`config.mk`:
```
export PLATFORM = sky130hd
export DESIGN_NAME = port_vc_arbitration_regs
export DESIGN_NICKNAME = d
export VERILOG_FILES = /design/src/hw/capture_slot.v /design/src/hw/port_vc_arbitration_regs.v
export VERILOG_INCLUDE_DIRS = /design/src /design/src/hw
export SDC_FILE = /design/constraint.sdc
export NUM_CORES = 1
export LEC_CHECK = 0
export BUFFER_PORTS_ARGS = -buffer_cell sky130_fd_sc_hd__buf_2
export CAP_MARGIN = 20
export CORE_UTILIZATION = 45
export CTS_BUF_LIST = sky130_fd_sc_hd__clkbuf_2 sky130_fd_sc_hd__clkbuf_4 sky130_fd_sc_hd__clkbuf_8
export DETAILED_ROUTE_END_ITERATION = 7
export PLACE_DENSITY_LB_ADDON = 0.25
export REMOVE_ABC_BUFFERS = 1
export SLEW_MARGIN = 40
export SYNTH_ARGS = -nofsm -noshare
export SYNTH_HDL_FRONTEND = slang
export SYNTH_SLANG_ARGS = --single-unit
```
`constraint.sdc`:
```
create_clock -name SYS_CLK -period 5.13 [get_ports SYS_CLK]
set_input_delay 0.513 -clock SYS_CLK [delete_from_list [all_inputs] [get_ports SYS_CLK]]
set_output_delay 0.513 -clock SYS_CLK [all_outputs]
set_load 0.01 [all_outputs]
```
`src/hw/port_vc_arb_map.vh`:
```
/*
 * Register indices, byte addresses, field positions and reset values of the
 * port virtual channel arbitration words.
 * Assumes a 32-bit register bus where each register index takes one word.
 */
`ifndef PORT_VC_ARB_MAP_VH
`define PORT_VC_ARB_MAP_VH

// ---------------------------------------------------------------------------
// Register indices (as printed) and byte addresses (index times four)
// ---------------------------------------------------------------------------
`define VCR_IDX_CAP_ONE        12'h204
`define VCR_IDX_CAP_TWO        12'h208
`define VCR_IDX_CONTROL        12'h20c
`define VCR_IDX_STATUS         12'h20e
`define VCR_IDX_SINK_CTRL      12'h220
`define VCR_IDX_SINK_STAT      12'h221
`define VCR_BYTE(i)            ({(i), 2'b00})

// ---------------------------------------------------------------------------
// Field positions
// ---------------------------------------------------------------------------
`define LP_COUNT_LSB           4
`define LP_COUNT_MSB           6
`define ARB_CAP_LSB            0
`define ARB_CAP_MSB            7
`define ARB_CAP_USED_MSB       3
`define TBL_OFF_LSB            24
`define TBL_OFF_MSB            31
`define TBL_UNIT_SHIFT         4
`define LOAD_TBL_BIT           0
`define ARB_SEL_LSB            1
`define ARB_SEL_MSB            3
`define TBL_STATUS_BIT         0
`define SINK_CNT_EN_BIT        0
`define SINK_CNT_CLR_BIT       1

// ---------------------------------------------------------------------------
// Reset and fixed values
// ---------------------------------------------------------------------------
`define RST_CAP_ONE            32'h0000_0000
`define RST_CAP_TWO            32'h0000_0000
`define RST_CONTROL            32'h0000_0000
`define RST_STATUS             32'h0000_0000
`define LP_COUNT_VALUE         3'h0
`define ARB_CAP_VALUE          8'h00
`define ARB_CAP_USED_MASK      8'h0f
`define TBL_OFF_VALUE          8'h00
`define LOAD_TBL_VALUE         1'b0
`define ARB_SEL_VALUE          3'h0
`define TBL_STATUS_VALUE       1'b0
`define RST_SINK_CTRL          2'h0
`define RST_SINK_CNT           16'h0000

// ---------------------------------------------------------------------------
// Bus answers
// ---------------------------------------------------------------------------
`define RESP_OKAY              2'h0
`define RESP_DECERR            2'h3

`endif

```
`src/hw/capture_slot.v`:
```
/*
 * One-entry holding slot for a bus channel item (address or write data).
 * Assumes a synchronous active-high reset and that take is only raised
 * while the slot is full.
 */
module capture_slot #(
    parameter W = 14
) (
    input  wire         clk,
    input  wire         reset,
    input  wire         in_valid,
    input  wire [W-1:0] in_data,
    input  wire         take,
    output wire         in_ready,
    output wire         full,
    output wire [W-1:0] data
);

    reg         full_q;
    reg         full_d;
    reg         ready_q;
    reg [W-1:0] data_q;
    wire        accept;

    assign accept   = in_valid & ready_q;
    assign in_ready = ready_q;
    assign full     = full_q;
    assign data     = data_q;

    always @* begin
        full_d = full_q;
        if (accept) begin
            full_d = 1'b1;
        end else if (take) begin
            full_d = 1'b0;
        end
    end

    // Ready is registered so the top sees it straight from a flop
    always @(posedge clk) begin
        if (reset) begin
            full_q  <= 1'b0;
            ready_q <= 1'b1;
            data_q  <= {W{1'b0}};
        end else begin
            full_q  <= full_d;
            ready_q <= ~full_d;
            if (accept) begin
                data_q <= in_data;
            end
        end
    end

endmodule

```
`src/hw/port_vc_arbitration_regs.v`:
```
/*
 * Port virtual channel arbitration words behind an AXI4-Lite slave: second
 * capability word, control word, status word, the low-priority count of the
 * first capability word, and a small sink word pair counting ignored writes.
 * Assumes one clock, a synchronous active-high reset, one write and one read
 * under way at a time, and an AXI4-Lite master keeping the channel rules.
 */
`include "port_vc_arb_map.vh"

// How it works
// - Capability field bit0 fixed round robin, bits1-3 weighted round robin 32/64/128.
// - Capability bits 4 to 7 are reserved and never report a scheme.
// - Capability field is read-only and always reads zero.
// - Table offset in bits 31:24 reads zero, meaning no table present.
// - Table offset is scaled by sixteen bytes from the capability base.
// - Table-load bit at position 0 always reads back zero.
// - Table-load bit never updates any arbitration logic.
// - Scheme select field bits 3:1 reads zero and has no effect.
// - Table status bit 0 of status word always reads zero.
// - Low-priority extra channel count, bits 6:4, reads zero.
module port_vc_arbitration_regs #(
    parameter ADDR_W = 14,
    parameter CNT_W  = 16
) (
    input  wire              SYS_CLK,
    input  wire              RESET,
    input  wire [ADDR_W-1:0] AWADDR,
    input  wire              AWVALID,
    output wire              AWREADY,
    input  wire [31:0]       WDATA,
    input  wire [3:0]        WSTRB,
    input  wire              WVALID,
    output wire              WREADY,
    output reg  [1:0]        BRESP,
    output reg               BVALID,
    input  wire              BREADY,
    input  wire [ADDR_W-1:0] ARADDR,
    input  wire              ARVALID,
    output reg               ARREADY,
    output reg  [31:0]       RDATA,
    output reg  [1:0]        RRESP,
    output reg               RVALID,
    input  wire              RREADY
);

    // -----------------------------------------------------------------------
    // Address constants
    // -----------------------------------------------------------------------
    localparam [ADDR_W-1:0] A_CAP_ONE   = `VCR_BYTE(`VCR_IDX_CAP_ONE);
    localparam [ADDR_W-1:0] A_CAP_TWO   = `VCR_BYTE(`VCR_IDX_CAP_TWO);
    localparam [ADDR_W-1:0] A_CONTROL   = `VCR_BYTE(`VCR_IDX_CONTROL);
    localparam [ADDR_W-1:0] A_STATUS    = `VCR_BYTE(`VCR_IDX_STATUS);
    localparam [ADDR_W-1:0] A_SINK_CTRL = `VCR_BYTE(`VCR_IDX_SINK_CTRL);
    localparam [ADDR_W-1:0] A_SINK_STAT = `VCR_BYTE(`VCR_IDX_SINK_STAT);
    localparam [CNT_W-1:0]  CNT_MAX     = {CNT_W{1'b1}};
    localparam [1:0]        SINK_CTRL_RST = `RST_SINK_CTRL;

    // -----------------------------------------------------------------------
    // Fixed field values of the virtual channel words
    // -----------------------------------------------------------------------
    // Only the default channel exists, so every field is a constant; no
    // flop stands behind them and no write can reach them.
    wire [2:0]  low_priority_extra_channel_count;
    wire [7:0]  vc_arbitration_capability;
    wire [7:0]  arbitration_table_offset;
    wire        load_arbitration_table;
    wire [2:0]  arbitration_scheme_select;
    wire        arbitration_table_status;
    wire [11:0] table_byte_location;

    assign low_priority_extra_channel_count = `LP_COUNT_VALUE;
    // Reserved bits 7:4 are masked so no scheme can appear there
    assign vc_arbitration_capability = `ARB_CAP_VALUE & `ARB_CAP_USED_MASK;
    assign arbitration_table_offset  = `TBL_OFF_VALUE;
    assign load_arbitration_table    = `LOAD_TBL_VALUE;
    assign arbitration_scheme_select = `ARB_SEL_VALUE;
    assign arbitration_table_status  = `TBL_STATUS_VALUE;
    // Offset expressed in bytes: sixteen-byte units from the structure base
    assign table_byte_location = {arbitration_table_offset, {`TBL_UNIT_SHIFT{1'b0}}};

    // -----------------------------------------------------------------------
    // Word assembly
    // -----------------------------------------------------------------------
    reg [31:0] cap_one_word;
    reg [31:0] cap_two_word;
    reg [31:0] control_word;
    reg [31:0] status_word;

    always @* begin
        cap_one_word = `RST_CAP_ONE;
        cap_one_word[`LP_COUNT_MSB:`LP_COUNT_LSB] = low_priority_extra_channel_count;
        cap_two_word = `RST_CAP_TWO;
        cap_two_word[`ARB_CAP_MSB:`ARB_CAP_LSB] = vc_arbitration_capability;
        cap_two_word[`TBL_OFF_MSB:`TBL_OFF_LSB] = arbitration_table_offset;
        control_word = `RST_CONTROL;
        control_word[`LOAD_TBL_BIT] = load_arbitration_table;
        control_word[`ARB_SEL_MSB:`ARB_SEL_LSB] = arbitration_scheme_select;
        status_word = `RST_STATUS;
        status_word[`TBL_STATUS_BIT] = arbitration_table_status;
    end

    // -----------------------------------------------------------------------
    // Write channel capture
    // -----------------------------------------------------------------------
    wire              aw_full;
    wire [ADDR_W-1:0] aw_addr;
    wire              w_full;
    wire [35:0]       w_item;
    wire              wr_fire;

    // Address and data are taken in either order; the response waits on both
    assign wr_fire = aw_full & w_full & ~BVALID;

    capture_slot #(
        .W        (ADDR_W)
    ) aw_slot (
        .clk      (SYS_CLK),
        .reset    (RESET),
        .in_valid (AWVALID),
        .in_data  (AWADDR),
        .take     (wr_fire),
        .in_ready (AWREADY),
        .full     (aw_full),
        .data     (aw_addr)
    );

    capture_slot #(
        .W        (36)
    ) w_slot (
        .clk      (SYS_CLK),
        .reset    (RESET),
        .in_valid (WVALID),
        .in_data  ({WSTRB, WDATA}),
        .take     (wr_fire),
        .in_ready (WREADY),
        .full     (w_full),
        .data     (w_item)
    );

    // -----------------------------------------------------------------------
    // Write decode
    // -----------------------------------------------------------------------
    wire        wr_to_vc_word;
    wire        wr_to_sink_ctrl;
    wire        wr_to_sink_stat;
    wire        wr_mapped;
    wire [3:0]  wr_strb;
    wire [31:0] wr_data;

    assign wr_strb = w_item[35:32];
    assign wr_data = w_item[31:0];

    assign wr_to_vc_word   = (aw_addr == A_CAP_ONE) | (aw_addr == A_CAP_TWO) |
                             (aw_addr == A_CONTROL) | (aw_addr == A_STATUS);
    assign wr_to_sink_ctrl = (aw_addr == A_SINK_CTRL);
    assign wr_to_sink_stat = (aw_addr == A_SINK_STAT);
    assign wr_mapped       = wr_to_vc_word | wr_to_sink_ctrl | wr_to_sink_stat;

    // -----------------------------------------------------------------------
    // Ignored-write sink
    // -----------------------------------------------------------------------
    // Writes to the channel words land here instead of in any field, so the
    // table-load bit cannot start an arbitration update.
    reg             cnt_en_q;
    reg [CNT_W-1:0] ignored_cnt_q;
    reg [CNT_W-1:0] ignored_cnt_d;
    reg             cnt_en_d;

    always @* begin
        cnt_en_d      = cnt_en_q;
        ignored_cnt_d = ignored_cnt_q;
        if (wr_fire && wr_to_sink_ctrl && wr_strb[0]) begin
            cnt_en_d = wr_data[`SINK_CNT_EN_BIT];
            if (wr_data[`SINK_CNT_CLR_BIT]) begin
                ignored_cnt_d = `RST_SINK_CNT;
            end
        end
        // Saturates rather than wraps so a burst of stray writes stays visible
        if (wr_fire && wr_to_vc_word && cnt_en_q && ignored_cnt_q != CNT_MAX) begin
            ignored_cnt_d = ignored_cnt_q + {{(CNT_W-1){1'b0}}, 1'b1};
        end
    end

    always @(posedge SYS_CLK) begin
        if (RESET) begin
            cnt_en_q      <= SINK_CTRL_RST[`SINK_CNT_EN_BIT];
            ignored_cnt_q <= `RST_SINK_CNT;
        end else begin
            cnt_en_q      <= cnt_en_d;
            ignored_cnt_q <= ignored_cnt_d;
        end
    end

    // -----------------------------------------------------------------------
    // Write response
    // -----------------------------------------------------------------------
    always @(posedge SYS_CLK) begin
        if (RESET) begin
            BVALID <= 1'b0;
            BRESP  <= `RESP_OKAY;
        end else if (wr_fire) begin
            BVALID <= 1'b1;
            // Read-only words answer OKAY; only unmapped addresses fail
            BRESP  <= wr_mapped ? `RESP_OKAY : `RESP_DECERR;
        end else if (BVALID && BREADY) begin
            BVALID <= 1'b0;
            BRESP  <= `RESP_OKAY;
        end
    end

    // -----------------------------------------------------------------------
    // Read decode
    // -----------------------------------------------------------------------
    reg [31:0] rd_word;
    reg [1:0]  rd_resp;
    wire       rd_fire;

    assign rd_fire = ARVALID & ARREADY;

    always @* begin
        rd_word = 32'h0000_0000;
        rd_resp = `RESP_OKAY;
        case (ARADDR)
            A_CAP_ONE: begin
                rd_word = cap_one_word;
            end
            A_CAP_TWO: begin
                rd_word = cap_two_word;
            end
            A_CONTROL: begin
                rd_word = control_word;
            end
            A_STATUS: begin
                rd_word = status_word;
            end
            A_SINK_CTRL: begin
                rd_word[`SINK_CNT_EN_BIT] = cnt_en_q;
            end
            A_SINK_STAT: begin
                rd_word = {4'h0, table_byte_location, ignored_cnt_q};
            end
            default: begin
                rd_resp = `RESP_DECERR;
            end
        endcase
    end

    // -----------------------------------------------------------------------
    // Read response
    // -----------------------------------------------------------------------
    // One read at a time: the address port closes until the data is taken
    always @(posedge SYS_CLK) begin
        if (RESET) begin
            ARREADY <= 1'b1;
            RVALID  <= 1'b0;
            RDATA   <= 32'h0000_0000;
            RRESP   <= `RESP_OKAY;
        end else if (rd_fire) begin
            ARREADY <= 1'b0;
            RVALID  <= 1'b1;
            RDATA   <= rd_word;
            RRESP   <= rd_resp;
        end else if (RVALID && RREADY) begin
            ARREADY <= 1'b1;
            RVALID  <= 1'b0;
            RDATA   <= 32'h0000_0000;
            RRESP   <= `RESP_OKAY;
        end
    end

endmodule

```
==> key figures <==
Floorplanning
  • Core area: ~5700 sq um
  • IO Pins: around 110
  • Die ar.: roughly 6400 sq um
  • Row count: 27
  • Starting Density: between 40% and 50%
  • Die Wd: roughly 80 um
  • Die height: ~80 um

Critical path
  • Crit-path max FO: 11
  • CP max-delay cell: o41a_1
  • Critical Path AT: between 2 and 2.5 ns
  • Slowest cell delay on critical path: between 0.4 and 0.5 ns
  • Startpoint Class: flop
  • Worst path buffer plus inverter count: 0
  • CP endpoint kind: flop
  • CP cell instances: ha_1 -> nand4_1 -> o41a_1 -> and4_4 -> and3_1 -> a211o_1
  • Crit path kind: flop to flop
  • Crit path max-delay family: compound AO/OA/AOI/OAI gates
  • Critical path required time: between 5 and 6 ns

Final layout
  • Most common cell after layout, fill and taps aside: buf_2
  • Area grow syn2layout: 17.3%
  • Final Instance Count excl. Fillers: roughly 460
  • Most frequent cells in the layout: buf_2 (61), dfxtp_1 (59), nand2_1 (49), a21oi_1 (30), nor2_1 (27)
  • Diode count: 0
  • Layout cells sized above 1: 24.2%
  • Nets@finish: between 400 and 500

Synth
  • Ranking of synthesized cells by area: dfxtp_1 (43%), nand2_1 (6.7%), a21oi_1 (5.5%), buf_4 (5.2%), a22oi_1 (4.1%)
  • Post-synth top area cell: dfxtp_1
  • Syn avg cell area: between 8 and 9 sq um
  • Synth cell types: 54
  • Top cell type's share of synthesized area: a little over two fifths
  • Yosys reg bits: 59
  • Cells after Synth: between 300 and 400
  • Synth Cell Area: 2730 sq um
  • Sequential-to-total area share from yosys stat: 43.3%
  • Yosys warnings: 0

Status
  • Status: finished, final reports clean

Clock network
  • CTS tree: done
  • TritonCTS buffer count: 9
  • Worst-path clk slew: 0.06 ns
  • Clk sinks: 59
  • # H-tree levels: 3
  • CTS Hold Bufs: 0
  • Post_cts resized: 0
  • Root buf cell: clkbuf_8
  • Post-CTS Setup Bufs: 0
  • Maximum clock insertion buffer count: 2
  • Clock Latency Late Sink: around 0.33 ns

Placement
  • Placed insts: roughly 440
  • Final Wtd Congestion: between 0.8 and 0.9
  • Detailed placement HPWL: roughly 3.9 mm
  • Port Buffers: 62

GRT
  • Global-route wire length before repair: about 9.3 mm
  • Vias in the first global route: 2089
  • GRT Util Overall: 18.8%
  • Initial antenna violation count: 0
  • Total global routing overflow: 0
  • Largest net degree at the start of global routing: 44

Routing
  • First-pass DRT Iterations: 4
  • DRC errors left: 0
  • Vias: 2412
  • Routed Antenna Nets: 0
  • Wire per inst: roughly 12 um
  • Drt via density: between 5 and 6
  • Detailed Route Iter0 Violations: between 100 and 150
  • Final wirelength: 5.54 mm

Power and ir drop
  • Max IR drop VDD: roughly 180 uV
  • Pwr dens: approximately 320 nW/um^2
  • Leak Pwr: 1.44 nW
  • Total power: 0.00102 W

Timing
  • Slew @ Worst Pin: approximately 0.66 ns
  • Max-slew violations: 0
  • Unrepaired setup endpoints after global routing: false
  • Tmin final: 2.10 ns
  • Fin crit share: 40.9%
  • Final setup TNS: 0 ns
  • Max_slew headroom: between 50% and 60%
  • Final setup viols: 0
  • Final Skew: between 0.01 and 0.015 ns
  • Final hold violation count: 0
  • F_max: approximately 0.48 GHz

Flow run
  • Total of max-cap violations: 0

Hold path
  • Worst hold path class: input port to flop
[worst paths after layout]
check,start,endpoint,slack (ns),cells past startpoint
max reg2reg,ignored_cnt_q[0],ignored_cnt_q[3],3.03,6
min,AWADDR[9],aw_slot.data[9],0.42,3
max,ignored_cnt_q[0],ignored_cnt_q[3],3.03,6
min reg2reg,aw_slot.data[0],aw_slot.data[0],0.46,2
[cell type report]
cell class / instances / area, sq um
clock buffers: 15 / 188
clock inverters: 1 / 30.0
fillers: 549 / 2480
inverters: 8 / 30.0
multi-input cells: 238 / 1350
flip-flops and latches: 59 / 1180
well taps: 72 / 90.1
repair buffers: 64 / 328
[cell usage after synthesis (all sizes together)]
cell,number
a22o,4
nand3b,1
nor4b,1
nand3,17
a311oi,2
a41oi,2
nand4b,1
nand2,49
a21boi,1
a22oi,15
o41a,1
or3,2
dfxtp,59
ha,1
nor2b,2
o21ai,9
mux2i,2
nand4,6
xor2,2
inv,8
nor2,28
a21o,2
buf,22
a211o,5
conb,1
and4,4
and2,3
clkbuf,9
or4,2
nor4,5
and3,10
nor3,8
or4b,1
o21bai,1
a2bb2oi,1
xnor2,1
a21oi,30
nand2b,2
a31oi,1
[registers in the layout, summed over array words and instances, names as in the netlist]
signal and cells:
RDATA 16, ignored_cnt_q 16, aw_slot.data 14, w_slot.data 3
ARREADY 1, BRESP 1, BVALID 1, RRESP 1
RVALID 1, aw_slot.full 1, aw_slot.in_ready 1, cnt_en_q 1
w_slot.full 1, w_slot.in_ready 1
[tightest hold or removal path: stages]
cell	delay [ns]
buf_2	0.09
nand2_1	0.04
a21oi_1	0.05
[power breakdown]
| group | switching [W] | internal [W] | total, W |
|---|---|---|---|
| clock network | 0.000171 | 0.000281 | 0.000452 |
| logic | 0.0000505 | 0.0000326 | 0.0000831 |
| registers | 0.0000102 | 0.000472 | 0.000482 |
| total | 0.000231 | 0.000786 | 0.00102 |
[layer usage]
metal / routed length (um) / vias up / track usage, %
met5: 0 / - / 0
met4: 68 / 0 / 6.43
met3: 358 / 6 / 5.37
met2: 2530 / 79 / 30.7
met1: 2580 / 1099 / 23.5
li1: - / 1228 / -
[cells by family after synthesis]
group | count (synthesis) | share of synthesized area, %
DFF | 59 | 43.3
buffers and inverters | 39 | 9.18
other | 1 | 0.138
AOI/OAI and AO/OA | 74 | 17.5
adders and majority gates | 1 | 0.459
and+or+nand+nor | 142 | 27.6
muxes | 2 | 0.735
xor gates and xnor gates | 3 | 0.964
[metrics by stage]
| stage | hold WS (ns) | utilization (%) | setup WS [ns] | instance area, sq um |
|---|---|---|---|---|
| after floorplan | 0.426 | - | 3.21 | 2560 |
| after global placement | 0.443 | 52.4 | 2.78 | 2980 |
| after detailed placement | 0.449 | 52.4 | 2.76 | 2980 |
| after CTS | 0.410 | 56.3 | 3.05 | 3190 |
| after global routing | 0.417 | 56.3 | 2.87 | 3200 |
| final | 0.418 | 56.3 | 3.03 | 3200 |
(Power assumes the default switching activity.)
